===== config.mk =====
export PLATFORM = sky130hd
export DESIGN_NAME = usr_serial_port
export DESIGN_NICKNAME = d
export VERILOG_FILES = /design/src/core/usr_pkg.sv /design/src/core/usr_serial_port.sv
export SDC_FILE = /design/constraint.sdc
export NUM_CORES = 1
export LEC_CHECK = 0
export ABC_AREA = 0
export BUFFER_PORTS_ARGS = -buffer_cell sky130_fd_sc_hd__buf_2
export CORE_UTILIZATION = 61
export DETAILED_ROUTE_END_ITERATION = 16
export PLACE_DENSITY = 0.8
export REMOVE_ABC_BUFFERS = 1
export SLEW_MARGIN = 20
export SYNTH_ARGS = -nofsm -noshare
export SYNTH_HDL_FRONTEND = slang
export SYNTH_SLANG_ARGS = --single-unit

===== constraint.sdc =====
create_clock -name clk -period 2.5 [get_ports clk]
set_input_delay 0.125 -clock clk [delete_from_list [all_inputs] [get_ports clk]]
set_output_delay 0.125 -clock clk [all_outputs]
set_load 0.02 [all_outputs]

===== src/core/usr_pkg.sv =====
// package: register map, field positions, types for the serial port
package usr_pkg;
  localparam int ADDR_W = 4;
  localparam int DATA_W = 8;
  localparam logic [ADDR_W-1:0] OFF_IRQ_FLAGS = 4'h0;
  localparam logic [ADDR_W-1:0] OFF_IRQ_EN    = 4'h1;
  localparam logic [ADDR_W-1:0] OFF_IRQ_PRIO  = 4'h2;
  localparam logic [ADDR_W-1:0] OFF_RX_CTRL   = 4'h3;
  localparam logic [ADDR_W-1:0] OFF_RX_DATA   = 4'h4;
  localparam logic [ADDR_W-1:0] OFF_TX_CTRL   = 4'h5;
  localparam logic [ADDR_W-1:0] OFF_BAUD_DIV  = 4'h6;
  localparam logic [ADDR_W-1:0] OFF_TX_DATA   = 4'h7;
  localparam logic [ADDR_W-1:0] OFF_GLOBAL    = 4'h8;
  // irq flag / enable / priority positions
  localparam int BIT_RX_IRQ = 5;
  localparam int BIT_TX_IRQ = 4;
  // receive control/status positions
  localparam int BIT_PORT_EN = 7;
  localparam int BIT_RX9     = 6;
  localparam int BIT_SRX_EN  = 5;
  localparam int BIT_CRX_EN  = 4;
  localparam int BIT_ADDR_EN = 3;
  localparam int BIT_FRAME   = 2;
  localparam int BIT_OVERRUN = 1;
  localparam int BIT_RX9TH   = 0;
  // transmit control/status positions
  localparam int BIT_MASTER  = 7;
  localparam int BIT_TX9     = 6;
  localparam int BIT_TX_EN   = 5;
  localparam int BIT_SYNC    = 4;
  localparam int BIT_HISPEED = 2;
  localparam int BIT_SH_EMPTY = 1;
  localparam int BIT_TX9TH   = 0;
  localparam int BIT_GIE     = 0;
  localparam logic [DATA_W-1:0] RST_REG     = 8'h00;
  localparam logic [DATA_W-1:0] RST_TX_CTRL = 8'h02;
  // sampling and baud constants
  localparam int OVERSAMPLE = 16;
  localparam logic [3:0] SAMPLE_MID  = 4'h7;
  localparam logic [3:0] SAMPLE_LAST = 4'hf;
  localparam logic [1:0] LOW_SPEED_PRE = 2'h3;
  localparam logic [3:0] BITS_EIGHT = 4'h8;
  localparam logic [3:0] BITS_NINE  = 4'h9;

  typedef struct packed {
    logic [ADDR_W-1:0] addr;
    logic [DATA_W-1:0] wdata;
    logic              wr;
    logic              rd;
  } usr_bus_req_t;

  typedef struct packed {
    logic ckOut;
    logic ckOe;
    logic dtOut;
    logic dtOe;
  } usr_pin_out_t;

  typedef struct packed {
    logic rxReq;
    logic rxHigh;
    logic txReq;
    logic txHigh;
  } usr_irq_t;

  typedef enum logic [1:0] {RX_IDLE, RX_START, RX_DATA, RX_STOP} usr_rx_state_t;
endpackage


===== src/core/usr_serial_port.sv =====
// module: async receiver and sync master transmitter with register port
`timescale 1ns/100ps
module usr_serial_port
  import usr_pkg::*;
(
  // clock, reset, enable
  input  wire logic                  clk,
  input  wire logic                  sys_rst,
  input  wire logic                  ce,
  // register port
  input  wire usr_pkg::usr_bus_req_t busReq,
  output      logic [7:0]            rdData,
  // pins
  input  wire logic                  dataPinIn,
  input  wire logic                  clockPinIn,
  output      usr_pkg::usr_pin_out_t pinOut,
  // interrupt requests
  output      usr_pkg::usr_irq_t     irq
);
  import usr_pkg::*;

  logic [7:0] irqEn, irqPrio, rxCtrl, txCtrl, baudDiv, txBuf, rxBuf;
  logic global_irq_enable, rxFlag, txFlag, bufFull, frameErr, overrunErr, rxNinth;
  logic [1:0] rxSync;
  logic rxLine;
  logic [7:0] brgCnt;
  logic [1:0] preCnt;
  logic brgTick, sampleTick;
  usr_rx_state_t rxState;
  logic [3:0] sc, rxBitCnt;
  logic [8:0] rsr;
  logic rxDone, rxDiscard, rdRx, wrTx, stopBit;
  logic [7:0] rxWord;
  logic rxWord9;
  logic [8:0] transmit_shifter;
  logic [3:0] txCnt;
  logic ckLevel, tsrEmpty, txLoad, rxInhibit;

  wire portEn   = rxCtrl[BIT_PORT_EN];
  wire rx9      = rxCtrl[BIT_RX9];
  wire crxEn    = rxCtrl[BIT_CRX_EN];
  wire srxEn    = rxCtrl[BIT_SRX_EN];
  wire addrEn   = rxCtrl[BIT_ADDR_EN];
  wire syncMode = txCtrl[BIT_SYNC];
  wire master   = txCtrl[BIT_MASTER];
  wire transmit_enable     = txCtrl[BIT_TX_EN];
  wire tx9      = txCtrl[BIT_TX9];
  wire syncMaster = portEn && syncMode && master;
  wire asyncRx  = portEn && !syncMode && crxEn;

  function automatic logic hit(input logic [ADDR_W-1:0] off, input logic strobe);
    hit = strobe && (busReq.addr == off);
  endfunction

  assign rdRx = hit(OFF_RX_DATA, busReq.rd);
  assign wrTx = hit(OFF_TX_DATA, busReq.wr);

  // pin synchroniser, first stage read only by second
  always_ff @(posedge clk) begin
    if (sys_rst) begin
      rxSync <= 2'h3;
    end else if (ce) begin
      rxSync <= {rxSync[0], dataPinIn};
    end
  end
  assign rxLine = rxSync[1];

  // software-written control registers
  always_ff @(posedge clk) begin
    if (sys_rst) begin
      irqEn   <= RST_REG;
      irqPrio <= RST_REG;
      rxCtrl  <= RST_REG;
      txCtrl  <= RST_TX_CTRL;
      baudDiv <= RST_REG;
      global_irq_enable     <= 1'b0;
    end else if (ce && busReq.wr) begin
      unique case (busReq.addr)
        OFF_IRQ_EN: begin
          irqEn <= busReq.wdata & (8'h30);
        end
        OFF_IRQ_PRIO: begin
          irqPrio <= busReq.wdata & (8'h30);
        end
        OFF_RX_CTRL: begin
          rxCtrl <= busReq.wdata & (8'hf8);
        end
        OFF_TX_CTRL: begin
          txCtrl <= busReq.wdata & (8'hf5);
        end
        OFF_BAUD_DIV: begin
          baudDiv <= busReq.wdata;
        end
        OFF_GLOBAL: begin
          global_irq_enable <= busReq.wdata[BIT_GIE];
        end
        default: begin
        end
      endcase
    end
  end

  // baud tick every divisor+1 clocks; a lowered divisor never waits for wrap
  always_ff @(posedge clk) begin
    if (sys_rst) begin
      brgCnt <= 8'h00;
      preCnt <= 2'h0;
    end else if (ce) begin
      if (brgTick) begin
        brgCnt <= 8'h00;
        preCnt <= preCnt + 2'h1;
      end else begin
        brgCnt <= brgCnt + 8'h01;
      end
    end
  end
  assign brgTick = (brgCnt >= baudDiv);
  // fast: x16 tick used directly; slow: x64 tick divided by four
  assign sampleTick = brgTick && (txCtrl[BIT_HISPEED] || preCnt == LOW_SPEED_PRE);

  // async receive recovery, sixteen samples per bit
  always_ff @(posedge clk) begin
    if (sys_rst) begin
      rxState  <= RX_IDLE;
      sc       <= 4'h0;
      rxBitCnt <= 4'h0;
      rsr      <= 9'h000;
    end else if (ce) begin
      if (!asyncRx) begin
        rxState <= RX_IDLE;
        sc      <= 4'h0;
      end else if (sampleTick) begin
        sc <= sc + 4'h1;
        unique case (rxState)
          RX_IDLE: begin
            sc <= 4'h0;
            if (!rxLine) begin
              rxState <= RX_START;
            end
          end
          RX_START: begin
            if (sc == SAMPLE_MID) begin
              sc       <= 4'h0;
              rxBitCnt <= 4'h0;
              rxState  <= rxLine ? RX_IDLE : RX_DATA;
            end
          end
          RX_DATA: begin
            if (sc == SAMPLE_LAST) begin
              rsr      <= {rxLine, rsr[8:1]};
              rxBitCnt <= rxBitCnt + 4'h1;
              if (rxBitCnt + 4'h1 == (rx9 ? BITS_NINE : BITS_EIGHT)) begin
                rxState <= RX_STOP;
              end
            end
          end
          RX_STOP: begin
            if (sc == SAMPLE_LAST) begin
              rxState <= RX_IDLE;
            end
          end
        endcase
      end
    end
  end

  assign stopBit = rxLine;
  assign rxDone  = asyncRx && sampleTick && rxState == RX_STOP && sc == SAMPLE_LAST;
  assign rxWord  = rx9 ? rsr[7:0] : rsr[8:1];
  assign rxWord9 = rx9 && rsr[8];
  assign rxDiscard = addrEn && rx9 && !rxWord9;

  // receive buffer, flag and errors
  always_ff @(posedge clk) begin
    if (sys_rst) begin
      rxBuf      <= RST_REG;
      rxNinth    <= 1'b0;
      frameErr   <= 1'b0;
      overrunErr <= 1'b0;
      rxFlag     <= 1'b0;
    end else if (ce) begin
      if (rdRx) begin
        rxFlag <= 1'b0;
      end
      if (!crxEn) begin
        frameErr   <= 1'b0;
        overrunErr <= 1'b0;
      end else if (rxDone && !rxDiscard && !overrunErr) begin
        if (rxFlag && !rdRx) begin
          overrunErr <= 1'b1;
        end else begin
          rxBuf    <= rxWord;
          rxNinth  <= rxWord9;
          frameErr <= !stopBit;
          rxFlag   <= 1'b1;
        end
      end
    end
  end

  // transmit buffer and empty flag
  always_ff @(posedge clk) begin
    if (sys_rst) begin
      txBuf   <= RST_REG;
      bufFull <= 1'b0;
      txFlag  <= 1'b0;
    end else if (ce) begin
      if (wrTx) begin
        txBuf   <= busReq.wdata;
        bufFull <= 1'b1;
      end else if (txLoad) begin
        bufFull <= 1'b0;
      end
      txFlag <= transmit_enable && !bufFull;
    end
  end

  assign tsrEmpty  = (txCnt == 4'h0);
  assign txLoad    = bufFull && tsrEmpty && transmit_enable && !wrTx;
  assign rxInhibit = syncMode && (crxEn || srxEn);

  // sync master shifter, data changes while clock low
  always_ff @(posedge clk) begin
    if (sys_rst) begin
      transmit_shifter     <= 9'h1ff;
      txCnt   <= 4'h0;
      ckLevel <= 1'b0;
    end else if (ce) begin
      if (!transmit_enable) begin
        txCnt   <= 4'h0;
        ckLevel <= 1'b0;
      end else if (txLoad) begin
        transmit_shifter   <= {txCtrl[BIT_TX9TH], txBuf};
        txCnt <= tx9 ? BITS_NINE : BITS_EIGHT;
      end else if (syncMaster && !rxInhibit && !tsrEmpty && brgTick) begin
        ckLevel <= !ckLevel;
        if (ckLevel) begin
          transmit_shifter   <= {1'b1, transmit_shifter[8:1]};
          txCnt <= txCnt - 4'h1;
        end
      end
    end
  end

  // pins: in sync mode clock and data lines
  always_comb begin
    pinOut.ckOut = syncMode ? ckLevel : 1'b1;
    pinOut.ckOe  = portEn && (!syncMode || master);
    pinOut.dtOut = transmit_shifter[0];
    pinOut.dtOe  = syncMaster && !rxInhibit && !tsrEmpty;
  end

  always_comb begin
    irq.rxReq  = rxFlag && irqEn[BIT_RX_IRQ] && global_irq_enable;
    irq.rxHigh = irq.rxReq && irqPrio[BIT_RX_IRQ];
    irq.txReq  = txFlag && irqEn[BIT_TX_IRQ] && global_irq_enable;
    irq.txHigh = irq.txReq && irqPrio[BIT_TX_IRQ];
  end

  // read data, one cycle after the strobe
  always_ff @(posedge clk) begin
    if (sys_rst) begin
      rdData <= 8'h00;
    end else if (ce) begin
      rdData <= 8'h00;
      if (busReq.rd) begin
        unique case (busReq.addr)
          OFF_IRQ_FLAGS: begin
            rdData <= {2'h0, rxFlag, txFlag, 4'h0};
          end
          OFF_IRQ_EN: begin
            rdData <= irqEn;
          end
          OFF_IRQ_PRIO: begin
            rdData <= irqPrio;
          end
          OFF_RX_CTRL: begin
            rdData <= {rxCtrl[7:3], frameErr, overrunErr, rxNinth};
          end
          OFF_RX_DATA: begin
            rdData <= rxBuf;
          end
          OFF_TX_CTRL: begin
            rdData <= {txCtrl[7:2], tsrEmpty, txCtrl[0]};
          end
          OFF_BAUD_DIV: begin
            rdData <= baudDiv;
          end
          OFF_TX_DATA: begin
            rdData <= txBuf;
          end
          OFF_GLOBAL: begin
            rdData <= {7'h00, global_irq_enable};
          end
          default: begin
          end
        endcase
      end
    end
  end
endmodule // usr_serial_port


# After elaboration in Yosys (flattened, before gate mapping)
# Cells that the tools add are included.
# W data, S select, Z words.
dict set report classes {
  n_mux 45
  addsub 5
  n_reduce_logical 72
  order_cmp 1
  bitwise_logic 1
  eq_ne 30
}
# cell count
set ops {}
lappend ops {{$pmux W8 S9} 1}
lappend ops {{$mux W4} 9}
lappend ops {{$logic_and A1 B1 Y1} 32}
lappend ops {{$mux W9} 3}
lappend ops {{$mux W8} 3}
lappend ops {{$eq A4 B3 Y1 const B} 5}
lappend ops {{$reduce_and A2 Y1} 10}
lappend ops {{$mux W1} 18}
lappend ops {{$mux W2} 8}
lappend ops {{$pmux W4 S2} 2}
lappend ops {{$ne A3 B3 Y1 const B} 5}
lappend ops {{$reduce_and A3 Y1} 4}
lappend ops {{$logic_not A1 Y1} 11}
lappend ops {{$ne A2 B2 Y1 const B} 5}
lappend ops {{$add A4 B1 Y4 const B} 2}
lappend ops {{$add A8 B1 Y8 const B} 1}
lappend ops {{$eq A4 B2 Y1 const B} 2}
lappend ops {{$eq A4 B4 Y1 const B} 2}
lappend ops {{$ge A8 B8 Y1} 1}
lappend ops {{$logic_not A4 Y1} 2}
lappend ops {{$pmux W2 S4} 1}
lappend ops {{$reduce_and A4 Y1} 2}
lappend ops {{$reduce_bool A2 Y1} 4}
lappend ops {{$reduce_and A7 Y1} 1}
lappend ops {{13 further kinds} 20}
dict set report totals {
  wordCells 179
  register_bits 100
}

# Depth between registers and ports, before layout
# Gate-level depths: netlist of run 1.
dict set report logic_depth {
  word_depth 10
  ltp_mapped 9
  mapped_depth_nobuf 8
}

# Least setup slack after synthesis of run 1
# OpenSTA, ideal clock, no wires.
dict set report synth_path {
  kind {reg2reg}
  from {reg txCnt[0]}
  to {reg transmit_shifter[0]}
  synth_period_minus_slack_ns 2.361
  slack_ns 0.139
  t_arrival_ns 2.236
  stages_incl_launch_ff 10
  t_required_ns 2.375
  cell_sequence {dfxtp_1 inv_1 ha_1 nor3b_1 nor3_1 and2_1 o21ai_0 a21o_1 buf_2 mux2i_1}
}
# element line
set synth_rtl {}
lappend synth_rtl {{start: declaration} usr_serial_port.sv:36} ;# logic [3:0] txCnt;
lappend synth_rtl {{start signal: assignment} usr_serial_port.sv:234} ;# txCnt <= tx9 ? BITS_NINE : BITS_EIGHT;
lappend synth_rtl {{start signal: assignment} usr_serial_port.sv:239} ;# txCnt <= txCnt - 4'h1;
lappend synth_rtl {{end signal: assignment} usr_serial_port.sv:233} ;# transmit_shifter <= {txCtrl[BIT_TX9TH], txBuf};
lappend synth_rtl {{end signal: assignment} usr_serial_port.sv:238} ;# transmit_shifter <= {1'b1, transmit_shifter[8:1]};
lappend synth_rtl {{end: declaration} usr_serial_port.sv:35} ;# logic [8:0] transmit_shifter;

# Worst setup path in the final report of run 1
dict set report layout_path {
  from {reg baudDiv[2]}
  to {reg rxBitCnt[1]}
}
dict set report layout_between {
  elab_chain_len 3
}
# element line
set layout_rtl {}
lappend layout_rtl {{start: declaration} usr_serial_port.sv:22} ;# logic [7:0] irqEn, irqPrio, rxCtrl, txCtrl, baudDiv, txBuf, rxBuf;
lappend layout_rtl {{start signal: assignment} usr_serial_port.sv:92} ;# baudDiv <= busReq.wdata;
lappend layout_rtl {{$ge A8 B8 Y1} usr_serial_port.sv:117} ;# assign brgTick = (brgCnt >= baudDiv);
lappend layout_rtl {{$logic_and A1 B1 Y1} usr_serial_port.sv:119} ;# assign sampleTick = brgTick && (txCtrl[BIT_HISPEED] || preCnt == LOW_SPEED_PRE);
lappend layout_rtl {{$reduce_and A6 Y1 (no line)} --}
lappend layout_rtl {{end signal: assignment} usr_serial_port.sv:151} ;# rxBitCnt <= rxBitCnt + 4'h1;
lappend layout_rtl {{end: declaration} usr_serial_port.sv:30} ;# logic [3:0] sc, rxBitCnt;
# No other way between the ends.
# A chain may end at the register's enable or synchronous reset.

==> flow_summary.toml, run 1 <==
[critical_path]
cp_data_arrival_time_ns = 2.71
required_ns = 2.80
crit_family = "compound AO/OA/AOI/OAI gates"
crit_type = "register to register"
slowest_stage = "or4_1"
startpoint_type = "register"
crit_fanout = 8
slowest_delay_ns = 0.51
path_cells = "inv_1 > ha_1 > and3_1 > o21ai_1 > a21o_2 > a211o_4 > or4_1 > a21oi_1"
endpoint_kind = "register"
crit_buf_inv = 1

[routing]
drt_wl_total_mm = 12.7
vias = 4513
drc_errors = 0
drt_iter0_drc = 454
wl_per_cell_um = 17.4
viasPerCell = 6.18
first_pass_iters = 5
drtAntennaViolNets = 0

[clock_tree]
cts.path.max_buffers = 2
tritoncts = "built"
path_clk_slew_ns = 0.11
clock-sinks = 99
worstSkewPairLatency_ns = 0.38
h-tree-depth = 3
post-cts-setup-buffer-count = 0
root_buffer = "clkbuf_8"
cts_buffers = 9

[layout]
area_growth_pct = 11.1
layout.nets = 653
drive_gt1_share_pct = 15.2
num-fill-cells = 630
diodes = 0
multi_input_area_um2 = 3000
final_util_pct = 70.2
register_area_um2 = 1980

[power]
leakage_nw = 2.17
vdd_drop_max_v = 0.000419
power.density_nw_per_um2 = 520

[timing]
rsz0062_at_grt = "false"
post-route-period-util_pct = 96.3
drv_slew = 0
finalSetupViolCount = 0
hold_ws_ns = 0.0407
fmax_ghz = 0.415
fin_skew_ns = 0.0158
hold_viol_final = 0
period_needed_ns = 2.41
tightest_slew_ns = 0.612
setup_tns_ns = 0
max_slew_margin_pct = 59.2

[logic_synthesis]
synthArstFlopShare_pct = 0
yosys_register_bits = 99
synth_ff_type = "dfxtp_1"
yosysTopAreaCell = "dfxtp_1"
ys_seq_area_share_pct = 38.0
yosys_warnings = 0
yosysUniqueCellTypes = 66
yosysMostFrequentCell = "dfxtp_1"
syn_area_um2 = 5220
synth_commonest_cells = "dfxtp_1, nor2_1, mux2i_1"
synth_cells = 586
synth_area_per_cell_um2 = 8.90
synth_top_area_share_pct = 38.0
synth_edf_count = 0
ys_top_cells_by_area = "dfxtp_1, mux2i_1, nor2_1"

[grt]
grt_pass1_wl_mm = 20.7
grt_use_total_pct = 30.1
antenna_found_initial = 0
grt_pass1_vias = 4245
grt_max_degree = 33
grt-ovfl-total = 0

[die]
die_w_um = 94.5
row_count = 33
start_util_pct = 63.2
die_area_um2 = 8920
ios = 35
die_y_um = 94.5
core_um2 = 8260

[place]
routabilityCongestion = 0.964
io_buffer_count = 33
dp_hpwl_mm = 9.09

[min_path]
min_path_type = "input port to register"

[job]
drv_cap = 0

[run_status]
status = "complete, no violations"
[stage by stage]
stage               instances  setup WS [ns]  power (mW)  cell area, um^2
global placement          712         0.0678        1.82             5500
floorplan                 552          0.147        1.72             5020
global route              730        0.00420        3.11             5790
CTS                       730        0.00282        3.02             5770
finish                    730         0.0921        3.01             5790
detailed placement        712        -0.0632        1.83             5500
[kinds of logic (layout without fill, tap and decap cells)]
logic type,Yosys count,after routing,synth area share (%)
fa+ha+maj,14,14,3.36
mux,72,72,14.8
simple gates,223,223,22.2
flops,99,99,38.0
buf+inv,53,92,5.04
xor+xnor,11,11,1.85
compound gates,114,114,14.8
[where the power goes]
part | internal [mW] | switching [mW] | total (mW) | leakage [nW]
clock | 0.593 | 0.617 | 1.21 | 0.121
sequential | 1.59 | 0.0121 | 1.60 | 0.800
combinational | 0.0721 | 0.127 | 0.199 | 1.25
[flip-flops by register name (all words and copies together) (netlist names), 6 cells and up]
name              count
baudDiv               8
brgCnt                8
rdData                8
rsr                   9
rxBuf                 8
transmit_shifter      9
txBuf                 8
txCtrl                6
[tightest hold or removal path: cells and delay by family]
| family | cells | cell delay, ns |
|---|---|---|
| buf+inv | 1 | 0.11 |
| simple gates | 1 | 0.08 |
| mux | 1 | 0.07 |
[cell usage in the layout (no fill, tap or decap), types with 5 or more instances in the layout]
cell / count
o31ai_1: 7
nand4b_1: 6
a21oi_1: 28
or4_1: 5
buf_2: 33
a22oi_1: 8
ha_1: 14
nand3b_1: 9
and2_1: 11
a211oi_1: 18
o21ai_0: 19
clkbuf_8: 9
and3_1: 7
xor2_1: 7
nand3_1: 9
nor2b_1: 5
nand2_1: 32
dfxtp_1: 98
nor3_1: 9
nor2_1: 91
buf_4: 21
inv_1: 16
nand2b_1: 16
mux2i_1: 68
[repair_timing]
item | in CTS | in global routing
setup endpoints to repair | 8 | 22
hold buffers | 2 | 0
resized for setup | 3 | 7
hold endpoints to repair | 3 | 0
pin swaps | 0 | 0
cloned | 0 | 0
[path summary, 6_finish.rpt]
kind,from,to,slack [ns],depth (start not counted)
max,baudDiv[2]$_SDFFE_PP0P_,rxBitCnt[1]$_SDFFE_PP0P_,0.09,8
min,busReq[4],baudDiv[2]$_SDFFE_PP0P_,0.04,3
max reg2reg,baudDiv[2]$_SDFFE_PP0P_,rxBitCnt[1]$_SDFFE_PP0P_,0.09,8
min reg2reg,rxSync[0]$_SDFFE_PP1P_,rxSync[1]$_SDFFE_PP1P_,0.47,1
[layout make-up]
class                           count  area share [%]
Clock buffer                        9            2.14
Clock inverter                      7            2.01
Inverter                           19            1.23
Multi-Input combinational cell    434            51.9
Sequential cell                    99            34.2
Tap cell                          105            2.27
Timing Repair Buffer               57            6.26
[metal layers]
layer | up-vias | routed length [um] | track usage (%)
li1 | 2160 | - | -
met2 | 192 | 5970 | 48.9
met5 | - | 0 | 0
met4 | 0 | 289 | 10.2
met3 | 31 | 945 | 7.49
met1 | 2130 | 5510 | 39.1
(Power assumes the default switching activity.)
==> run 2, diff against run 1 <==
Settings changed: CORE_ASPECT_RATIO set to 1.75.
==> run 2 against run 1 <==
Against the previous run: cell count increased by 2.3%; combinational power up 5%; critical path depth increased by 1; sequential share of layout area shrank 0.41 points; die area up 0.17%; wire length up 8.0%.
==> flow_summary.toml, run 2 (synthesized netlist as in run 1, its figures left out) <==
[power]
power_frac_clock_pct = 41.1
vdd_drop_max_v = 0.000465
total_power_mw = 3.07
combPwrFrac_pct = 6.8
p_int_mw = 2.34
leakage_nw = 2.21
power.density_nw_per_um2 = 524
switching_share_pct = 23.9
power_switching_mw = 0.733
pwr-share-seq_pct = 52.1

[clock_tree]
cts.path.max_buffers = 2
path_clk_slew_ns = 0.07
root_buffer = "clkbuf_16"
h-tree-depth = 3
tritoncts = "built"
clock-sinks = 99
worstSkewPairLatency_ns = 0.35
cts_buffers = 9

[critical_path]
endpoint_kind = "register"
slowest_delay_ns = 0.51
crit_type = "register to register"
cp_data_arrival_time_ns = 2.63
crit_fanout = 4
startpoint_type = "register"
slowest_stage = "or4_1"
required_ns = 2.78
crit_buf_inv = 2
path_cells = "inv_1 > ha_1 > nor2b_1 > o31ai_1 > buf_4 > a21o_2 > a211o_1 > or4_1 > a21oi_1"
crit_family = "compound AO/OA/AOI/OAI gates"

[layout]
layout.nets = 661
finish.instance_area_um2 = 5860
drive_gt1_share_pct = 15.5
diodes = 0
final_cell_mix = "dfxtp_1, nor2_1, mux2i_1, nand2_1, buf_2"
area_growth_pct = 12.3
largestRegisters = "rsr: 9 flops, transmit_shifter: 9 flops"
final_common_cell = "dfxtp_1"

[timing]
post-route-period-util_pct = 93.8
rsz0062_at_grt = "false"
max_slew_margin_pct = 33.0
drv_slew = 0
period_needed_ns = 2.35
fmax_ghz = 0.426
setup_tns_ns = 0
finalSetupViolCount = 0
fin_skew_ns = 0.00783
setup_ws_ns = 0.154
tightest_slew_ns = 1.00
hold_viol_final = 0

[routing]
drt_wl_total_mm = 13.7
viasPerCell = 6.10
drtAntennaViolNets = 0
first_pass_iters = 4
wl_per_cell_um = 18.4
drt_iter0_drc = 288
vias = 4556
drc_errors = 0

[place]
io_buffer_count = 33
dp_hpwl_mm = 10.3
dpl_cell_area_um2 = 5580
routabilityCongestion = 0.931
pre_cts_slack_ns = 0.0222

[grt]
grt_pass1_vias = 4626
grt_pass1_wl_mm = 22.0
antenna_found_initial = 0
grt_max_degree = 58
met2_usage_pct = 55.1
grt_busiest_layer = "met2"
grt-ovfl-total = 0
grt_use_total_pct = 32.0
met3_usage_pct = 5.99
use_met1_pct = 31.8

[die]
die_area_um2 = 8940
die_y_um = 124
core_um2 = 8310
start_util_pct = 62.7
die_w_um = 71.9
ios = 35
row_count = 44

[run_status]
status = "complete, no violations"

[job]
drv_cap = 0

[min_path]
min_path_type = "input port to register"
run 2: cell count changes in the layout (fill, tap and decap cells not counted), sizes merged:
cell	previous run	this run
buf	55	64
bufinv	2	0
clkinv	3	4
dlygate4sd3	2	1
clkbuf	9	11
inv	21	19
run 2: worst min-delay path: cells and delay by family:
kind,cells,cell delay [ns]
multiplexers,1,0.06
buffers and inverters,1,0.09
AND/OR/NAND/NOR,1,0.08
run 2: timing repair:
action / CTS / global route
hold endpoints to repair: 1 / 0
buffers inserted: 0 / 0
hold buffers: 1 / 0
endpoints found under the setup margin: 1 / 14
gates resized for setup: 1 / 5
pin swaps: 0 / 1
run 2: final timing paths:
check | start | to | slack (ns) | depth (start not counted)
hold reg to reg | rxSync[0]$_SDFFE_PP1P_ | rxSync[1]$_SDFFE_PP1P_ | 0.47 | 1
hold / removal | busReq[3] | txBuf[1]$_SDFFE_PP0P_ | 0.03 | 3
setup reg to reg | baudDiv[1]$_SDFFE_PP0P_ | rxBitCnt[1]$_SDFFE_PP0P_ | 0.15 | 9
setup / recovery | baudDiv[1]$_SDFFE_PP0P_ | rxBitCnt[1]$_SDFFE_PP0P_ | 0.15 | 9
run 2: power groups by stage:
stage | Combinational (mW) | Clock, mW | Sequential, mW
after floorplan | 0.0849 | 0 | 1.63
after global placement | 0.197 | 0 | 1.64
after detailed placement | 0.202 | 0 | 1.64
after CTS | 0.205 | 1.27 | 1.60
after global routing | 0.223 | 1.34 | 1.60
final | 0.208 | 1.26 | 1.60
run 2: stage by stage:
| stage | cells | util [%] | hold slack [ns] |
|---|---|---|---|
| 6_report | 747 | 70.5 | 0.0339 |
| 5_1_grt | 747 | 70.5 | 0.0787 |
| 4_1_cts | 747 | 70.4 | 0.0353 |
| 3_5_place_dp | 731 | 67.1 | 0.338 |
| 3_3_place_gp | 731 | 67.1 | 0.331 |
| 2_1_floorplan | 552 | - | 0.190 |
run 2: final cells by class:
type / instances / area, um^2
clock buffer: 11 / 233
clock inverter: 4 / 27.5
fill: 652 / 2450
inverter: 19 / 71.3
multi-input combinational: 434 / 2980
sequential: 99 / 1980
tap: 115 / 144
timing repair buffer: 65 / 420
run 2: layer usage:
layer	wire, um	share of wire (%)
met1	5010	36
met2	7030	51
met3	513	3.7
met4	1180	8.6
met5	0	0
==> run 3, diff against run 2 <==
Settings changed: CTS_BUF_LIST set to sky130_fd_sc_hd__clkbuf_16.
==> run 3 against run 2 <==
Against the previous run: register-to-register slack about the same; critical endpoint unchanged; wire length decreased by 0.29%; largest power group unchanged; first-iteration DRC count decreased by 8.3%; clock-buffer cell count decreased by 2; critical path depth unchanged; die area unchanged.
==> flow_summary.toml, run 3 (synthesized netlist as in run 1, its figures left out) <==
[run_status]
status = "complete, no violations"

[timing]
fmax_ghz = 0.427
rsz0062_at_grt = "false"
tightest_slew_ns = 0.988
finalSetupViolCount = 0
setup_tns_ns = 0
hold_ws_ns = 0.0350
drv_slew = 0
max_slew_margin_pct = 34.1
fin_skew_ns = 0.00687
hold_viol_final = 0
post-route-period-util_pct = 93.7
period_needed_ns = 2.34

[critical_path]
crit_type = "register to register"
cp_data_arrival_time_ns = 2.62
startpoint_type = "register"
required_ns = 2.78
crit_fanout = 4
r2r_start = "baudDiv[1]$_SDFFE_PP0P_"
endpoint_kind = "register"
critPathLaunch = "baudDiv[1]$_SDFFE_PP0P_"

[clock_tree]
path_clk_slew_ns = 0.07
worstSkewPairLatency_ns = 0.34
clock-sinks = 99
tritoncts = "built"
h-tree-depth = 3
root_buffer = "clkbuf_16"
cts.path.max_buffers = 2
cts_buffers = 9

[die]
core_um2 = 8310
die_w_um = 71.9
start_util_pct = 62.7
die_y_um = 124
ios = 35
die_area_um2 = 8940
row_count = 44

[grt]
grt_max_degree = 58
grt_pass1_vias = 4623
grt_pass1_wl_mm = 22.0
grt_use_total_pct = 32.0
antenna_found_initial = 0
grt-ovfl-total = 0

[layout]
drive_gt1_share_pct = 15.5
num-fill-cells = 652
final_cell_count_no_fill = 747
final_common_cell = "dfxtp_1"
layout.nets = 661
diodes = 0
final_cell_mix = "dfxtp_1, nor2_1, mux2i_1, nand2_1, buf_2"
area_growth_pct = 12.3
largestRegisters = "rsr: 9 flops, transmit_shifter: 9 flops"

[place]
routabilityCongestion = 0.931
dpl.cell_count = 731
dp_hpwl_mm = 10.3
io_buffer_count = 33

[routing]
drt_iter0_drc = 264
drt_wl_total_mm = 13.7
viasPerCell = 6.08
drtAntennaViolNets = 0
drc_errors = 0
wl_per_cell_um = 18.3
first_pass_iters = 6
vias = 4543

[min_path]
min_path_type = "input port to register"
worstHoldStart = "busReq[3]"

[power]
leakage_nw = 2.22
vdd_drop_max_v = 0.000464
power.density_nw_per_um2 = 521

[job]
drv_cap = 0
run 3: changes by cell type in the layout (fill, tap and decap cells not counted), sizes merged:
cell	previous run	this run
clkbuf	11	9
inv	19	21
run 3: metrics by stage:
step	instance area (um^2)	power [mW]	utilization, %	setup slack (ns)
6_report	5860	3.05	70.5	0.157
3_5_place_dp	5580	1.84	67.1	0.0222
5_1_grt	5860	3.15	70.5	0.00595
3_3_place_gp	5580	1.83	67.1	0.0582
2_1_floorplan	5020	1.72	-	0.147
4_1_cts	5850	3.07	70.4	0.0846
run 3: layer usage:
metal	up-vias	track usage [%]	wire length (um)
li1	2174	-	-
met1	2170	31.7	4940
met2	133	55.2	7090
met3	66	6.07	536
met4	0	27.1	1130
met5	-	0	0
run 3: area by class of cell:
cell class	instances	area, um^2	share of cell area, %
clock buffer	9	225	3.84
clock inverter	6	35.0	0.598
inverter	19	71.3	1.22
multi-input combinational	434	2980	50.9
sequential	99	1980	33.8
tap	115	144	2.46
timing repair buffer	65	420	7.17
run 3: worst max-delay path, cell delays in order (launching register included):
cell and delay (ns):
dfxtp_1 0.35, inv_1 0.06, ha_1 0.29, nor2b_1 0.14, o31ai_1 0.09, buf_4 0.16
a21o_2 0.23, a211o_1 0.31, or4_1 0.51, a21oi_1 0.14
run 3: what timing repair did:
item | CTS | global route
setup endpoints to repair | 1 | 14
resized for setup | 1 | 5
gates cloned | 0 | 0
hold endpoints to repair | 1 | 0
setup buffers | 0 | 0
pin swaps | 0 | 1
hold buffers | 1 | 0
run 3: power by group:
| part | total (mW) | switching [mW] | internal (mW) | leakage [nW] |
|---|---|---|---|---|
| Sequential | 1.60 | 0.0111 | 1.59 | 0.799 |
| Clock | 1.24 | 0.581 | 0.663 | 0.138 |
| Combinational | 0.208 | 0.132 | 0.0762 | 1.28 |
| Total | 3.05 | 0.724 | 2.33 | 2.22 |
run 3: worst paths after layout:
path                            slack [ns]  cells past startpoint                        to
worst max-delay path                  0.16                      9  rxBitCnt[1]$_SDFFE_PP0P_
worst min-delay path                  0.03                      3     txBuf[1]$_SDFFE_PP0P_
worst max register to register        0.16                      9  rxBitCnt[1]$_SDFFE_PP0P_
worst min register to register        0.47                      1    rxSync[1]$_SDFFE_PP1P_
